### config.mk
export PLATFORM = sky130hd
export DESIGN_NAME = hbridge_current_chop_control
export DESIGN_NICKNAME = d
export VERILOG_FILES = /design/src/rtl/hbridge_pkg.sv /design/src/rtl/hbridge_current_chop_control.sv /design/src/rtl/sync_bits.sv /design/src/rtl/down_timer.sv
export SDC_FILE = /design/constraint.sdc
export NUM_CORES = 1
export LEC_CHECK = 0
export ABC_CLOCK_PERIOD_IN_PS = 11100
export BUFFER_PORTS_ARGS = -buffer_cell sky130_fd_sc_hd__buf_4
export CAP_MARGIN = 25
export CELL_PAD_IN_SITES_DETAIL_PLACEMENT = 0
export CELL_PAD_IN_SITES_GLOBAL_PLACEMENT = 2
export CORE_ASPECT_RATIO = 0.8
export CORE_MARGIN = 4
export CORE_UTILIZATION = 34
export CTS_CLUSTER_DIAMETER = 60
export DETAILED_ROUTE_END_ITERATION = 16
export PLACE_DENSITY = 0.84
export SYNTH_ARGS = -nofsm -noshare
export SYNTH_HDL_FRONTEND = slang
export SYNTH_SLANG_ARGS = --single-unit
### constraint.sdc
create_clock -name aclk -period 11.1 [get_ports aclk]
set_clock_uncertainty 0.05 [all_clocks]
set_input_delay 2.22 -clock aclk [delete_from_list [all_inputs] [get_ports aclk]]
set_output_delay 2.22 -clock aclk [all_outputs]
set_load 0.01 [all_outputs]
### src/rtl/hbridge_pkg.sv
// Constants, types and register map of the H-bridge chopping control
package hbridge_pkg;

  // ------------------------------------------------------------
  // Timing
  // ------------------------------------------------------------
  localparam int CLK_PERIOD_NS   = 25;
  localparam int TOFF_DEF_NS     = 20000;
  localparam int TOFF_MIN_NS     = 10000;
  localparam int TOFF_MAX_NS     = 80000;
  localparam int KTOFF_NS_KOHM   = 667;
  localparam int RETRY_NS        = 3000000;
  localparam int BLANK_NS        = 1000;
  localparam int CNT_W           = 12;
  localparam int RETRY_W         = 17;
  localparam int PROD_W          = 20;

  localparam logic [CNT_W-1:0] TOFF_DEF_CYC =
    CNT_W'(TOFF_DEF_NS / CLK_PERIOD_NS);
  localparam logic [CNT_W-1:0] TOFF_MIN_CYC =
    CNT_W'((TOFF_MIN_NS + CLK_PERIOD_NS - 1) / CLK_PERIOD_NS);
  localparam logic [CNT_W-1:0] TOFF_MAX_CYC =
    CNT_W'(TOFF_MAX_NS / CLK_PERIOD_NS);
  localparam int RETRY_CYC = RETRY_NS / CLK_PERIOD_NS;
  localparam int BLANK_CYC = (BLANK_NS + CLK_PERIOD_NS - 1) / CLK_PERIOD_NS;

  // ------------------------------------------------------------
  // Decay modes and mixed split
  // ------------------------------------------------------------
  localparam logic [1:0] DECAY_SLOW  = 2'h0;
  localparam logic [1:0] DECAY_MIX30 = 2'h1;
  localparam logic [1:0] DECAY_MIX60 = 2'h2;
  localparam logic [1:0] DECAY_FAST  = 2'h3;
  localparam int         PCT_FULL    = 100;
  localparam int         PCT_MIX30   = 30;
  localparam int         PCT_MIX60   = 60;

  // Trip fraction in tenths of a percent of full scale
  localparam logic [9:0] TRIP_PERMIL [16] = '{
    10'h3e8, 10'h3e0, 10'h3d0, 10'h3b9, 10'h391, 10'h362, 10'h32b,
    10'h2e4, 10'h29d, 10'h24f, 10'h1f8, 10'h199, 10'h133, 10'h0cd,
    10'h066, 10'h000};

  // ------------------------------------------------------------
  // Register map
  // ------------------------------------------------------------
  localparam logic [7:0] ADDR_CTRL   = 8'h00;
  localparam logic [7:0] ADDR_OFFR   = 8'h04;
  localparam logic [7:0] ADDR_STATUS = 8'h08;
  localparam logic [7:0] ADDR_LEVEL  = 8'h0c;
  localparam logic [7:0] ADDR_EVENTS = 8'h10;
  localparam logic [7:0] OFFR_RST    = 8'h1e;
  localparam logic       CTRL_RST    = 1'h1;
  localparam logic [1:0] RESP_OKAY   = 2'h0;
  localparam logic [1:0] RESP_SLVERR = 2'h2;

  // ------------------------------------------------------------
  // Carriers
  // ------------------------------------------------------------
  typedef struct packed {
    logic       bridge_enable;
    logic       pwm_in_a;
    logic       pwm_in_b;
    logic [3:0] current_level_sel;
    logic       decay_sel_bit1;
    logic       decay_sel_bit0;
    logic       off_time_set_pin;
  } ctrl_pins_t;

  typedef struct packed {
    logic trip_above;
    logic ovc_above;
    logic near_zero;
    logic temp_hot;
    logic temp_cool;
    logic supply_low_lockout;
  } sense_t;

  typedef struct packed {
    logic a_hs;
    logic a_ls;
    logic b_hs;
    logic b_ls;
  } bridge_t;

  typedef struct packed {
    logic [2:0] events;
    logic       fault_pin;
    logic       regact_pin;
    logic       fast_hiz;
    logic       supply_low;
    logic       thermal;
    logic       ovc_retry;
    logic       fault;
    logic       regulating;
  } status_t;

  typedef enum logic [2:0] {
    ST_DRIVE = 3'b001,
    ST_FAST  = 3'b010,
    ST_SLOW  = 3'b100
  } reg_state_t;

endpackage

### src/rtl/hbridge_current_chop_control.sv
// Current chopping, decay control and protection of one H-bridge
//
// The implementer's own choices: the placing of the registers and register access over AXI4-Lite.
`timescale 1ns/1ps
module hbridge_current_chop_control
  import hbridge_pkg::*;
#(
  parameter int RETRY_COUNT = hbridge_pkg::RETRY_CYC,
  parameter int BLANK_COUNT = hbridge_pkg::BLANK_CYC
) (
  // Clock and reset
  input  wire logic                    aclk,
  input  wire logic                    aresetn,
  // AXI4-Lite write
  input  wire logic [7:0]              s_axi_awaddr,
  input  wire logic                    s_axi_awvalid,
  output logic                         s_axi_awready,
  input  wire logic [31:0]             s_axi_wdata,
  input  wire logic [3:0]              s_axi_wstrb,
  input  wire logic                    s_axi_wvalid,
  output logic                         s_axi_wready,
  output logic [1:0]                   s_axi_bresp,
  output logic                         s_axi_bvalid,
  input  wire logic                    s_axi_bready,
  // AXI4-Lite read
  input  wire logic [7:0]              s_axi_araddr,
  input  wire logic                    s_axi_arvalid,
  output logic                         s_axi_arready,
  output logic [31:0]                  s_axi_rdata,
  output logic [1:0]                   s_axi_rresp,
  output logic                         s_axi_rvalid,
  input  wire logic                    s_axi_rready,
  // Controller pins and sense comparators
  input  wire hbridge_pkg::ctrl_pins_t pins_in,
  input  wire hbridge_pkg::sense_t     sense_in,
  // Open-drain indications
  input  wire logic                    regulation_active_n_i,
  output logic                         regulation_active_n_o,
  output logic                         regulation_active_n_oe,
  input  wire logic                    fault_n_i,
  output logic                         fault_n_o,
  output logic                         fault_n_oe,
  // Analog control
  output logic [9:0]                   trip_threshold,
  output hbridge_pkg::bridge_t         bridge
);
  import hbridge_pkg::*;

  localparam int SW = $bits(ctrl_pins_t) + $bits(sense_t) + 2;

  // ------------------------------------------------------------
  // Pin synchronisers
  // ------------------------------------------------------------
  ctrl_pins_t      pins;
  sense_t          sense;
  logic            regact_pin;
  logic            fault_pin;

  sync_bits #(.W(SW)) u_sync (
    .aclk    (aclk),
    .aresetn (aresetn),
    .d       ({pins_in, sense_in, regulation_active_n_i, fault_n_i}),
    .q       ({pins, sense, regact_pin, fault_pin})
  );

  // ------------------------------------------------------------
  // Off time setting
  // ------------------------------------------------------------
  logic [7:0]       offr_kohm_q, offr_kohm_d;
  logic             reg_en_q, reg_en_d;
  logic [CNT_W-1:0] toff_q, toff_d;
  logic [CNT_W-1:0] slow_rem_q, slow_rem_d;
  logic [PROD_W-1:0] prod;
  logic [PROD_W-1:0] cyc;
  logic [PROD_W-1:0] split;
  logic [1:0]       decay_mode;

  assign decay_mode = {pins.decay_sel_bit1, pins.decay_sel_bit0};

  always_comb begin
    prod = PROD_W'(offr_kohm_q) * PROD_W'(KTOFF_NS_KOHM);
    cyc  = prod / PROD_W'(CLK_PERIOD_NS);
    if (pins.off_time_set_pin) begin
      toff_d = TOFF_DEF_CYC;
    end else if (cyc < PROD_W'(TOFF_MIN_CYC)) begin
      toff_d = TOFF_MIN_CYC;
    end else if (cyc > PROD_W'(TOFF_MAX_CYC)) begin
      toff_d = TOFF_MAX_CYC;
    end else begin
      toff_d = cyc[CNT_W-1:0];
    end
    // Remaining count at which the fast part hands over to slow
    unique case (decay_mode)
      DECAY_SLOW:  split = PROD_W'(toff_q);
      DECAY_MIX30: split = PROD_W'(toff_q) * PROD_W'(PCT_FULL - PCT_MIX30)
                           / PROD_W'(PCT_FULL);
      DECAY_MIX60: split = PROD_W'(toff_q) * PROD_W'(PCT_FULL - PCT_MIX60)
                           / PROD_W'(PCT_FULL);
      DECAY_FAST:  split = '0;
    endcase
    slow_rem_d = split[CNT_W-1:0];
  end

  always_ff @(posedge aclk) begin
    if (!aresetn) begin
      toff_q     <= TOFF_DEF_CYC;
      slow_rem_q <= TOFF_DEF_CYC;
    end else begin
      toff_q     <= toff_d;
      slow_rem_q <= slow_rem_d;
    end
  end

  // ------------------------------------------------------------
  // Protection
  // ------------------------------------------------------------
  logic [CNT_W-1:0]   blank_q, blank_d;
  logic               hot_q, hot_d;
  logic               ovc_event;
  logic               retry_busy;
  logic               fault;
  logic               bridge_on;
  logic               driving;

  assign driving   = bridge.a_hs | bridge.a_ls | bridge.b_hs | bridge.b_ls;
  // Deglitch: level must persist past the blanking count
  assign ovc_event = sense.ovc_above && driving &&
                     (blank_q == CNT_W'(BLANK_COUNT));

  down_timer #(.W(RETRY_W)) u_retry (
    .aclk     (aclk),
    .aresetn  (aresetn),
    .load     (ovc_event),
    .load_val (RETRY_W'(RETRY_COUNT)),
    .rem      (),
    .busy     (retry_busy)
  );

  always_comb begin
    blank_d = '0;
    if (sense.ovc_above && driving && !retry_busy &&
        blank_q != CNT_W'(BLANK_COUNT)) begin
      blank_d = blank_q + CNT_W'(1);
    end
    hot_d = hot_q;
    if (sense.temp_hot) begin
      hot_d = 1'b1;
    end else if (sense.temp_cool) begin
      hot_d = 1'b0;
    end
  end

  always_ff @(posedge aclk) begin
    if (!aresetn) begin
      blank_q <= '0;
      hot_q   <= 1'b0;
    end else begin
      blank_q <= blank_d;
      hot_q   <= hot_d;
    end
  end

  // Any active cause keeps the bridge off until all clear
  assign fault     = retry_busy | hot_q | sense.supply_low_lockout;
  assign bridge_on = pins.bridge_enable && !fault && !ovc_event;

  // ------------------------------------------------------------
  // Regulation loop
  // ------------------------------------------------------------
  reg_state_t       state_q, state_d;
  logic             pwm_a_q, pwm_b_q;
  logic             pwm_edge;
  logic             fast_hiz_q, fast_hiz_d;
  logic             off_load;
  logic [CNT_W-1:0] off_rem;

  assign pwm_edge = (pins.pwm_in_a != pwm_a_q) || (pins.pwm_in_b != pwm_b_q);

  // PWM edges re-arm the timer while the loop holds control
  assign off_load = (state_q == ST_DRIVE) ?
                    (state_d != ST_DRIVE) :
                    (pwm_edge && state_d != ST_DRIVE);

  down_timer #(.W(CNT_W)) u_off (
    .aclk     (aclk),
    .aresetn  (aresetn),
    .load     (off_load),
    .load_val (toff_q),
    .rem      (off_rem),
    .busy     ()
  );

  always_comb begin
    state_d    = state_q;
    fast_hiz_d = 1'b0;
    unique case (state_q)
      ST_DRIVE: begin
        if (bridge_on && reg_en_q && sense.trip_above) begin
          if (decay_mode == DECAY_SLOW) begin
            state_d = ST_SLOW;
          end else begin
            state_d = ST_FAST;
          end
        end
      end
      ST_FAST: begin
        fast_hiz_d = fast_hiz_q | sense.near_zero;
        if (!bridge_on) begin
          state_d = ST_DRIVE;
        end else if (!pwm_edge && off_rem <= slow_rem_q) begin
          state_d = (off_rem == '0) ? ST_DRIVE : ST_SLOW;
        end
      end
      ST_SLOW: begin
        if (!bridge_on || (!pwm_edge && off_rem == '0)) begin
          state_d = ST_DRIVE;
        end
      end
    endcase
  end

  always_ff @(posedge aclk) begin
    if (!aresetn) begin
      state_q    <= ST_DRIVE;
      pwm_a_q    <= 1'b0;
      pwm_b_q    <= 1'b0;
      fast_hiz_q <= 1'b0;
    end else begin
      state_q    <= state_d;
      pwm_a_q    <= pins.pwm_in_a;
      pwm_b_q    <= pins.pwm_in_b;
      fast_hiz_q <= fast_hiz_d;
    end
  end

  // ------------------------------------------------------------
  // Bridge and indication outputs
  // ------------------------------------------------------------
  bridge_t    bridge_d;
  logic       regact_oe_d;
  logic [9:0] trip_d;

  always_comb begin
    bridge_d = '0;
    if (bridge_on) begin
      unique case (state_d)
        ST_DRIVE: begin
          bridge_d.a_hs = pins.pwm_in_a;
          bridge_d.a_ls = !pins.pwm_in_a;
          bridge_d.b_hs = pins.pwm_in_b;
          bridge_d.b_ls = !pins.pwm_in_b;
        end
        ST_FAST: begin
          if (pins.pwm_in_a == pins.pwm_in_b) begin
            bridge_d.a_ls = 1'b1;
            bridge_d.b_ls = 1'b1;
          end else if (!fast_hiz_d) begin
            bridge_d.a_hs = pins.pwm_in_b;
            bridge_d.a_ls = pins.pwm_in_a;
            bridge_d.b_hs = pins.pwm_in_a;
            bridge_d.b_ls = pins.pwm_in_b;
          end
        end
        ST_SLOW: begin
          bridge_d.a_ls = 1'b1;
          bridge_d.b_ls = 1'b1;
        end
      endcase
    end
    // Only the loop's own off phase pulls the pin, never PWM brake
    regact_oe_d = bridge_on && (state_d != ST_DRIVE);
    trip_d      = TRIP_PERMIL[pins.current_level_sel];
  end

  always_ff @(posedge aclk) begin
    if (!aresetn) begin
      bridge                 <= '0;
      regulation_active_n_oe <= 1'b0;
      fault_n_oe             <= 1'b0;
      trip_threshold         <= '0;
    end else begin
      bridge                 <= bridge_d;
      regulation_active_n_oe <= regact_oe_d;
      fault_n_oe             <= fault | ovc_event;
      trip_threshold         <= trip_d;
    end
  end

  assign regulation_active_n_o = 1'b0;
  assign fault_n_o             = 1'b0;

  // ------------------------------------------------------------
  // AXI4-Lite slave
  // ------------------------------------------------------------
  logic        aw_q, aw_d, w_q, w_d;
  logic [7:0]  awaddr_q, awaddr_d;
  logic [31:0] wdata_q, wdata_d;
  logic [3:0]  wstrb_q, wstrb_d;
  logic        bvalid_d, rvalid_d;
  logic [1:0]  bresp_d, rresp_d;
  logic [31:0] rdata_d;
  logic [2:0]  events_q, events_d;
  logic [2:0]  ev_set;
  logic        hot_prev_q, uv_prev_q;
  logic        do_wr;
  status_t     status;

  assign s_axi_awready = !aw_q && !s_axi_bvalid;
  assign s_axi_wready  = !w_q && !s_axi_bvalid;
  assign s_axi_arready = !s_axi_rvalid;
  assign do_wr         = aw_q && w_q && !s_axi_bvalid;

  assign ev_set = {sense.supply_low_lockout && !uv_prev_q,
                   hot_q && !hot_prev_q, ovc_event};

  assign status = '{events: events_q, fault_pin: !fault_pin,
                    regact_pin: !regact_pin, fast_hiz: fast_hiz_q,
                    supply_low: sense.supply_low_lockout, thermal: hot_q,
                    ovc_retry: retry_busy, fault: fault,
                    regulating: state_q != ST_DRIVE};

  always_comb begin
    aw_d        = aw_q;
    w_d         = w_q;
    awaddr_d    = awaddr_q;
    wdata_d     = wdata_q;
    wstrb_d     = wstrb_q;
    bvalid_d    = s_axi_bvalid && !s_axi_bready;
    bresp_d     = s_axi_bresp;
    rvalid_d    = s_axi_rvalid && !s_axi_rready;
    rresp_d     = s_axi_rresp;
    rdata_d     = s_axi_rdata;
    reg_en_d    = reg_en_q;
    offr_kohm_d = offr_kohm_q;
    events_d    = events_q;
    if (s_axi_awvalid && s_axi_awready) begin
      aw_d     = 1'b1;
      awaddr_d = s_axi_awaddr;
    end
    if (s_axi_wvalid && s_axi_wready) begin
      w_d     = 1'b1;
      wdata_d = s_axi_wdata;
      wstrb_d = s_axi_wstrb;
    end
    if (do_wr) begin
      aw_d     = 1'b0;
      w_d      = 1'b0;
      bvalid_d = 1'b1;
      bresp_d  = RESP_OKAY;
      unique case ({awaddr_q[7:2], 2'b00})
        ADDR_CTRL:   if (wstrb_q[0]) reg_en_d = wdata_q[0];
        ADDR_OFFR:   if (wstrb_q[0]) offr_kohm_d = wdata_q[7:0];
        ADDR_EVENTS: if (wstrb_q[0]) events_d = events_q & ~wdata_q[2:0];
        ADDR_STATUS, ADDR_LEVEL: ;
        default:     bresp_d = RESP_SLVERR;
      endcase
    end
    // New events win over a simultaneous clear
    events_d = events_d | ev_set;
    if (s_axi_arvalid && s_axi_arready) begin
      rvalid_d = 1'b1;
      rresp_d  = RESP_OKAY;
      unique case ({s_axi_araddr[7:2], 2'b00})
        ADDR_CTRL:   rdata_d = {31'h0, reg_en_q};
        ADDR_OFFR:   rdata_d = {24'h0, offr_kohm_q};
        ADDR_STATUS: rdata_d = {21'h0, status};
        ADDR_LEVEL:  rdata_d = {10'h0, toff_q, trip_threshold};
        ADDR_EVENTS: rdata_d = {29'h0, events_q};
        default: begin
          rdata_d = '0;
          rresp_d = RESP_SLVERR;
        end
      endcase
    end
  end

  always_ff @(posedge aclk) begin
    if (!aresetn) begin
      aw_q         <= 1'b0;
      w_q          <= 1'b0;
      awaddr_q     <= '0;
      wdata_q      <= '0;
      wstrb_q      <= '0;
      s_axi_bvalid <= 1'b0;
      s_axi_bresp  <= RESP_OKAY;
      s_axi_rvalid <= 1'b0;
      s_axi_rresp  <= RESP_OKAY;
      s_axi_rdata  <= '0;
      reg_en_q     <= CTRL_RST;
      offr_kohm_q  <= OFFR_RST;
      events_q     <= '0;
      hot_prev_q   <= 1'b0;
      uv_prev_q    <= 1'b0;
    end else begin
      aw_q         <= aw_d;
      w_q          <= w_d;
      awaddr_q     <= awaddr_d;
      wdata_q      <= wdata_d;
      wstrb_q      <= wstrb_d;
      s_axi_bvalid <= bvalid_d;
      s_axi_bresp  <= bresp_d;
      s_axi_rvalid <= rvalid_d;
      s_axi_rresp  <= rresp_d;
      s_axi_rdata  <= rdata_d;
      reg_en_q     <= reg_en_d;
      offr_kohm_q  <= offr_kohm_d;
      events_q     <= events_d;
      hot_prev_q   <= hot_q;
      uv_prev_q    <= sense.supply_low_lockout;
    end
  end
endmodule // hbridge_current_chop_control

### src/rtl/sync_bits.sv
// Two-stage synchroniser for a bundle of asynchronous pin levels
`timescale 1ns/1ps
module sync_bits #(
  parameter int W = 1
) (
  // Clock and reset
  input  wire logic         aclk,
  input  wire logic         aresetn,
  // Levels
  input  wire logic [W-1:0] d,
  output logic      [W-1:0] q
);
  logic [W-1:0] meta_q;

  for (genvar i = 0; i < W; i++) begin : g_bit
    always_ff @(posedge aclk) begin
      if (!aresetn) begin
        meta_q[i] <= 1'b0;
        q[i]      <= 1'b0;
      end else begin
        meta_q[i] <= d[i];
        q[i]      <= meta_q[i];
      end
    end
  end
endmodule // sync_bits

### src/rtl/down_timer.sv
// Loadable down counter used for off interval and retry time
`timescale 1ns/1ps
module down_timer #(
  parameter int W = 12
) (
  // Clock and reset
  input  wire logic         aclk,
  input  wire logic         aresetn,
  // Control
  input  wire logic         load,
  input  wire logic [W-1:0] load_val,
  // State
  output logic      [W-1:0] rem,
  output logic              busy
);
  logic [W-1:0] rem_d;

  always_comb begin
    rem_d = rem;
    if (load) begin
      rem_d = load_val;
    end else if (rem != '0) begin
      rem_d = rem - W'(1);
    end
  end

  always_ff @(posedge aclk) begin
    if (!aresetn) begin
      rem <= '0;
    end else begin
      rem <= rem_d;
    end
  end

  assign busy = (rem != '0);
endmodule // down_timer

# [Yosys cells after proc, flatten, opt, wreduce, memory -nomap -nowiden]
# Memory sizes are Yosys's and may differ from the RTL's. A register that Yosys moved wholly into a read port is not among the register bits.
# Index checks and enable logic that the tools add are counted.
[totals] mem_bits_ro=160 output_inout_bits=59 wordCells=217 register_bits=185 memories=1
[memory_table] memory="(no name shown)" depth=16 word_bits=10 read_ports=1 rd_ports_with_merged_regs=1 wr=0 line="hbridge_current_chop_control.sv:272" text="trip_d = TRIP_PERMIL[pins.current_level_sel];"
[op_classes] n_eq_ne=24 n_mux=35 n_mul=3 magnitude_cmp=3 addsub=3 bitwise=12 n_reduce_logical=63 n_div=3
[op_table] cell="$pmux 22 s5" count=1
[op_table] cell="$pmux 12 s4" count=1
[op_table] cell="$mux 12" count=3
[op_table] cell="$mux 17" count=2
[op_table] cell="$mux 3" count=9
[op_table] cell="$eq 6x2->1 const B" count=4
[op_table] cell="$logic_and 1x1->1" count=23
[op_table] cell="$div 18x5->20 const B" count=1
[op_table] cell="$div 18x7->20 const B" count=1
[op_table] cell="$div 19x7->20 const B" count=1
[op_table] cell="$gt 20x12->1 const B" count=1
[op_table] cell="$lt 20x9->1 const B" count=1
[op_table] cell="$logic_not 1->1" count=18
[op_table] cell="$mul 12x6->18 const B" count=1
[op_table] cell="$mul 8x10->18 const B" count=1
[op_table] cell="$reduce_bool 17->1" count=1
[op_table] cell="$sub 17x1->17 const B" count=1
[op_table] cell="$mul 12x3->15 const B" count=1
[op_table] cell="$add 12x1->12 const B" count=1
[op_table] cell="$eq 12x6->1 const B" count=1
[op_table] cell="$eq 6x1->1 const B" count=2
[op_table] cell="$eq 6x3->1 const B" count=2
[op_table] cell="$le 12x12->1" count=1
[op_table] cell="$logic_not 12->1" count=1
[op_table] cell="34 further kinds" count=67

# [Depth between registers and ports, before layout]
[logic_depth] word_depth=15 depth_mapped=51 mapped_depth_nobuf=45

# [By module]
# From an unflattened synthesis, not the netlist that was laid out.
[unflattened] hier_cells=2138 hier_area_um2=17182.7
[by_module_without_submodules] module="hbridge_current_chop_control" cells_each=1871 area_each_um2=14513.9 n_inst=1 seq_area_each_um2=2322.2
[by_module_without_submodules] module="sync_bits" cells_each=75 area_each_um2=1006.0 n_inst=1 seq_area_each_um2=720.7
[by_module_without_submodules] module="down_timer (u_retry)" cells_each=107 area_each_um2=963.4 n_inst=1 seq_area_each_um2=340.3
[by_module_without_submodules] module="down_timer (u_off)" cells_each=85 area_each_um2=699.4 n_inst=1 seq_area_each_um2=240.2

# [Worst setup path after synthesis]
# OpenSTA, ideal clock, no wires.
[synth_path] kind="reg-to-reg" start="reg offr_kohm_q[6]" end="reg toff_q[0]" path_buffers=3 required_time_ps=10930 synth_period_minus_slack_ps=11256 t_arrival_ps=11086 stages_incl_launch_ff=47 path_slack_ps=-156 path_cell_list="dfxtp_1 -> ha_1 -> fa_1 -> fa_1 -> inv_1 -> fa_1 -> inv_1 -> ha_1 -> and3_1 -> nor4b_2 -> or3_1 -> buf_4 -> mux2_4 -> o2111ai_1 -> a32oi_2 -> or3_4 -> mux2_4 -> nand2_2 -> (+11 left out) -> a21oi_2 -> mux2_4 -> or4_4 -> a21o_1 -> o31a_1 -> o311a_4 -> a31o_1 -> a2111oi_4 -> o21ai_2 -> xnor2_1 -> ha_1 -> inv_1 -> maj3_1 -> o21ai_1 -> a31oi_1 -> o21a_1 -> mux2i_1 -> a21oi_2"
[synth_between] elab_chain_len=4 word_cells_on_any_way=5 classes_between="mul: 1; div: 1; order compare: 2; reduce/logical: 1"
[synth_rtl] element="start: declaration" line="hbridge_current_chop_control.sv:69" text="logic [7:0] offr_kohm_q, offr_kohm_d;"
[synth_rtl] element="start signal: assignment" line="hbridge_current_chop_control.sv:406" text="offr_kohm_q <= offr_kohm_d;"
[synth_rtl] element="$mul 8x10->18 (*)" line="hbridge_current_chop_control.sv:81" text="prod = PROD_W'(offr_kohm_q) * PROD_W'(KTOFF_NS_KOHM);"
[synth_rtl] element="$div 18x5->20 (*)" line="hbridge_current_chop_control.sv:82" text="cyc = prod / PROD_W'(CLK_PERIOD_NS);"
[synth_rtl] element="$lt 20x9->1 or $gt 20x12->1 (tied branches)" line="hbridge_current_chop_control.sv:85, hbridge_current_chop_control.sv:87"
[synth_rtl] element="$reduce_or 4->1 (no source line)"
[synth_rtl] element="end signal: assignment" line="hbridge_current_chop_control.sv:109" text="toff_q <= toff_d;"
[synth_rtl] element="end: declaration" line="hbridge_current_chop_control.sv:71" text="logic [CNT_W-1:0] toff_q, toff_d;"
# Mark *: on every way between the ends. The rest lies on a longest branch, timed or not.
# A chain may end at the register's enable or synchronous reset.

# [Final worst setup path]
# Ends and elaborated chain as after synthesis.

==> metrics.md <==
| Metric | Value |
|---|---|
| Flops & latches, synth | between 150 and 200 |
| Final critical-path required period | between 10000 and 15000 ps |
| Synth Warn # | 0 |
| Number of hold buffers added after cts | 0 |
| Via count of the routed design | roughly 18000 |
| Overall fraction of global-route tracks in use | 0.188 |
| Initial drt markers | 1397 |
| Count of final hold-check violations | 0 |
| Proportion of synthesized area in mux cells | 0.0420 |
| Fin worst setup slack | -105 ps |
| Most frequent standard cell in the layout excluding fill and tap cells | sky130_fd_sc_hd__buf_4 |
| Most used DFF post-synth | sky130_fd_sc_hd__dfxtp_1 |
| Fraction of synthesis flops using an asynchronous set or reset pin | 0 |
| Average wire per cell in the routed design | roughly 16 um |
| Setup CP Type | reg2reg |
| Worst-margin pin slew | ~1000 ps |
| Violated checks | setup timing |
| Count of flip-flops with a built-in enable after synthesis | 0 |
| Worst path arrival time | 11500 ps |
| Register clock-pin slew on the reported worst setup and hold paths | ~90 ps |
| Cell with the largest stage delay on the worst path | sky130_fd_sc_hd__fa_1 |
| Die footprint | about 54000 um2 |
| Final antenna-violating net count | 0 |
| GP Congestion | 0.864 |
| Adder-cell share of the synthesized area | 0.131 |
| Area growth, synth to finish | 34.3% |
| Min-delay worst type | reg2reg |
| DPL Wire Length | ~40000 um |
| Number of maximum-capacitance violations | 0 |
| Initial Util | 0.343 |
| First-pass GRT wire length | approximately 86000 um |
| Worst Path Max Fanout | 6 |
| Root buf cell | sky130_fd_sc_hd__clkbuf_16 |
| Simple-gate portion of the synthesized area | 0.222 |
| Port-buffer cells | 90 |
| Worst Path Required | 11390 ps |
| Average via count per standard cell | around 5.4 |
| Pre-antenna DRT Iters | 5 |
| Maximum clock path buffer count | 2 |
| Number of buffers created by CTS | 17 |
| Post-synthesis share of cell area spent on xor and xnor gates | 0.0445 |
| Number of I/O pins | ~140 |
| Sequential cell area fraction in the yosys report | 0.212 |
| Area of the placeable core | slightly below 50000 um2 |
| Most frequent cells in the layout | sky130_fd_sc_hd__buf_4 (439), sky130_fd_sc_hd__nor2_1 (226), sky130_fd_sc_hd__dfxtp_1 (174) |
| Remaining global-route overflow | 0 |
| Critical path origin | offr_kohm_q[6] |
| Finish-stage setup viols | 1 |
| Outcome | complete, but fails checks |
| Die Span X | 258 um |
| CP Capture Type | flop |
| Combinational family with the most area after synthesis | compound AO/OA/AOI/OAI gates |
| Post-synthesis compound-gate area fraction | 0.290 |
| Initial antenna violation count | 1 |
| Total wirelength of the detailed-routed design | about 53000 um |
| Instance count of the mapped netlist | between 2000 and 2500 |
| Clock latency at the later pin of the worst-skew pair | approximately 460 ps |
| Critical path startpoint category | flop |
| Peak clock frequency supported by timing | between 80 and 90 MHz |
| Clock tree from TritonCTS | done |
| Proportion of layout cells with a drive suffix above 1 | 0.304 |
| Syn Area/Cell | 7.94 um2 |
| Unrepaired setup endpoints after global routing | yes |
| Pin count of the biggest net entering global routing | between 80 and 90 |
| Number of nets in the finished design | approximately 2800 |
| Vias in the first global route | between 15000 and 20000 |
| Die height | approximately 210 um |
| Post-synthesis cell type count | 127 |
| DRC violations left | 0 |
| Max incr delay on CP | a little over 500 ps |
| Slew headroom | 0.319 |
| Post-Synthesis Cell Area | roughly 17000 um2 |
| Placement Rows | 73 |
| Critical R2R Launch | offr_kohm_q[6] |
| Max Transition Viols Final | 0 |
| Final antenna diode count | 0 |
| Clk sinks | ~180 |
| Total number of H-tree levels | 4 |
| Count of fill cells added during filler insertion | approximately 5000 |
| Final design utilization | 0.461 |
| Hold wc startpoint | u_sync.meta_q[12] |
| Final cycle utilization of the critical path | 1.01 |
[flip-flops by register name, summed over array words and instances, names as in the netlist, 3 cells and up]
name and flops:
awaddr_q 6, blank_q 12, bridge 4, events_q 3, offr_kohm_q 8, s_axi_rdata 22, slow_rem_q 12, state_q 3
toff_q 12, trip_threshold 10, u_off.rem 12, u_retry.rem 17, u_sync.meta_q 18, u_sync.q 18, wdata_q 8
[cell families after synthesis]
logic type / after synthesis
adder cells (fa/ha/maj): 165
flip-flops: 181
other: 1
buffers and inverters: 228
XOR/XNOR: 82
AND/OR/NAND/NOR: 756
AO/OA/AOI/OAI: 673
multiplexers: 62
[layout make-up]
type | count | area, um2 | share of cell area
Clock buffer | 17 | 425 | 0.0186
Sequential cell | 181 | 3640 | 0.159
Inverter | 131 | 492 | 0.0215
Multi-Input combinational cell | 1753 | 13700 | 0.596
Clock inverter | 15 | 221 | 0.00966
Tap cell | 675 | 845 | 0.0369
Timing Repair Buffer | 464 | 3630 | 0.159
[worst paths after layout]
path                  end  slack (ps)  cells after the start
max             toff_q[0]        -110                     52
min          u_sync.q[12]         390                      1
max reg2reg     toff_q[0]        -110                     52
min reg2reg  u_sync.q[12]         390                      1
[critical path, delay by kind of cell (launching register included)]
family,cells,cell delay (ps)
compound gates,20,4240
xor+xnor,2,300
fa+ha+maj,7,2480
buf+inv,13,1640
flops,1,370
mux,2,490
simple gates,8,1500
[metal layers]
metal  part of all wire  global-route usage  vias up
li1                   -                   -     8726
met5            0.00083             0.00448        -
met4             0.0089              0.0296        4
met3              0.047              0.0349       46
met2               0.43               0.285      366
met1               0.51               0.283     8359
[repair_timing]
| item | CTS | global route |
|---|---|---|
| endpoints found under the hold margin | 0 | 0 |
| setup endpoints to repair | 10 | 13 |
| pin swaps | 46 | 84 |
| gates cloned | 2 | 0 |
| resized for setup | 99 | 138 |
| buffers inserted | 22 | 33 |
[stage by stage]
stage          TNS, ps  std cells  cell area [um2]  hold WS (ps)  worst slack (ps)
6_report          -105       3236            22900           388              -105
3_3_place_gp     -3170       3145            20600           364              -380
4_1_cts              0       3201            22000           390              1.94
3_5_place_dp     -3790       3145            20600           369              -468
2_1_floorplan        0       2161            17100           362              29.0
5_1_grt          -4490       3236            22900           399              -566
[cell usage after synthesis, drive strengths merged (7+ instances only)]
cell type | instances | area [um2]
a2bb2oi | 8 | 70.1
a21oi | 162 | 837
nor3 | 70 | 390
a211o | 17 | 150
or4 | 7 | 61.3
nand2 | 151 | 572
a31o | 9 | 78.8
a22oi | 32 | 245
a2111oi | 12 | 136
a221oi | 7 | 67.6
a31oi | 25 | 214
and3 | 26 | 164
nand3 | 56 | 285
o22ai | 12 | 75.1
o211a | 11 | 110
clkbuf | 60 | 225
nor2 | 233 | 875
xnor2 | 49 | 452
mux2i | 39 | 435
nor4 | 20 | 144
ha | 135 | 1690
a211oi | 35 | 318
dfxtp | 181 | 3620
o21ai | 119 | 622
fa | 25 | 500
nor2b | 26 | 165
nand4 | 26 | 169
buf | 37 | 251
inv | 131 | 492
o211ai | 38 | 295
a311oi | 10 | 111
o2111ai | 11 | 103
or3 | 27 | 179
o21a | 30 | 228
or2 | 8 | 50.1
o32ai | 7 | 98.8
o31a | 11 | 96.3
o31ai | 15 | 164
o21bai | 8 | 60.1
mux2 | 22 | 259
nand2b | 16 | 108
and2 | 63 | 394
xor2 | 33 | 308
a21o | 32 | 240
Power is not shown: default switching activity piles up to over one toggle a cycle in this logic, so the estimate is an artifact.
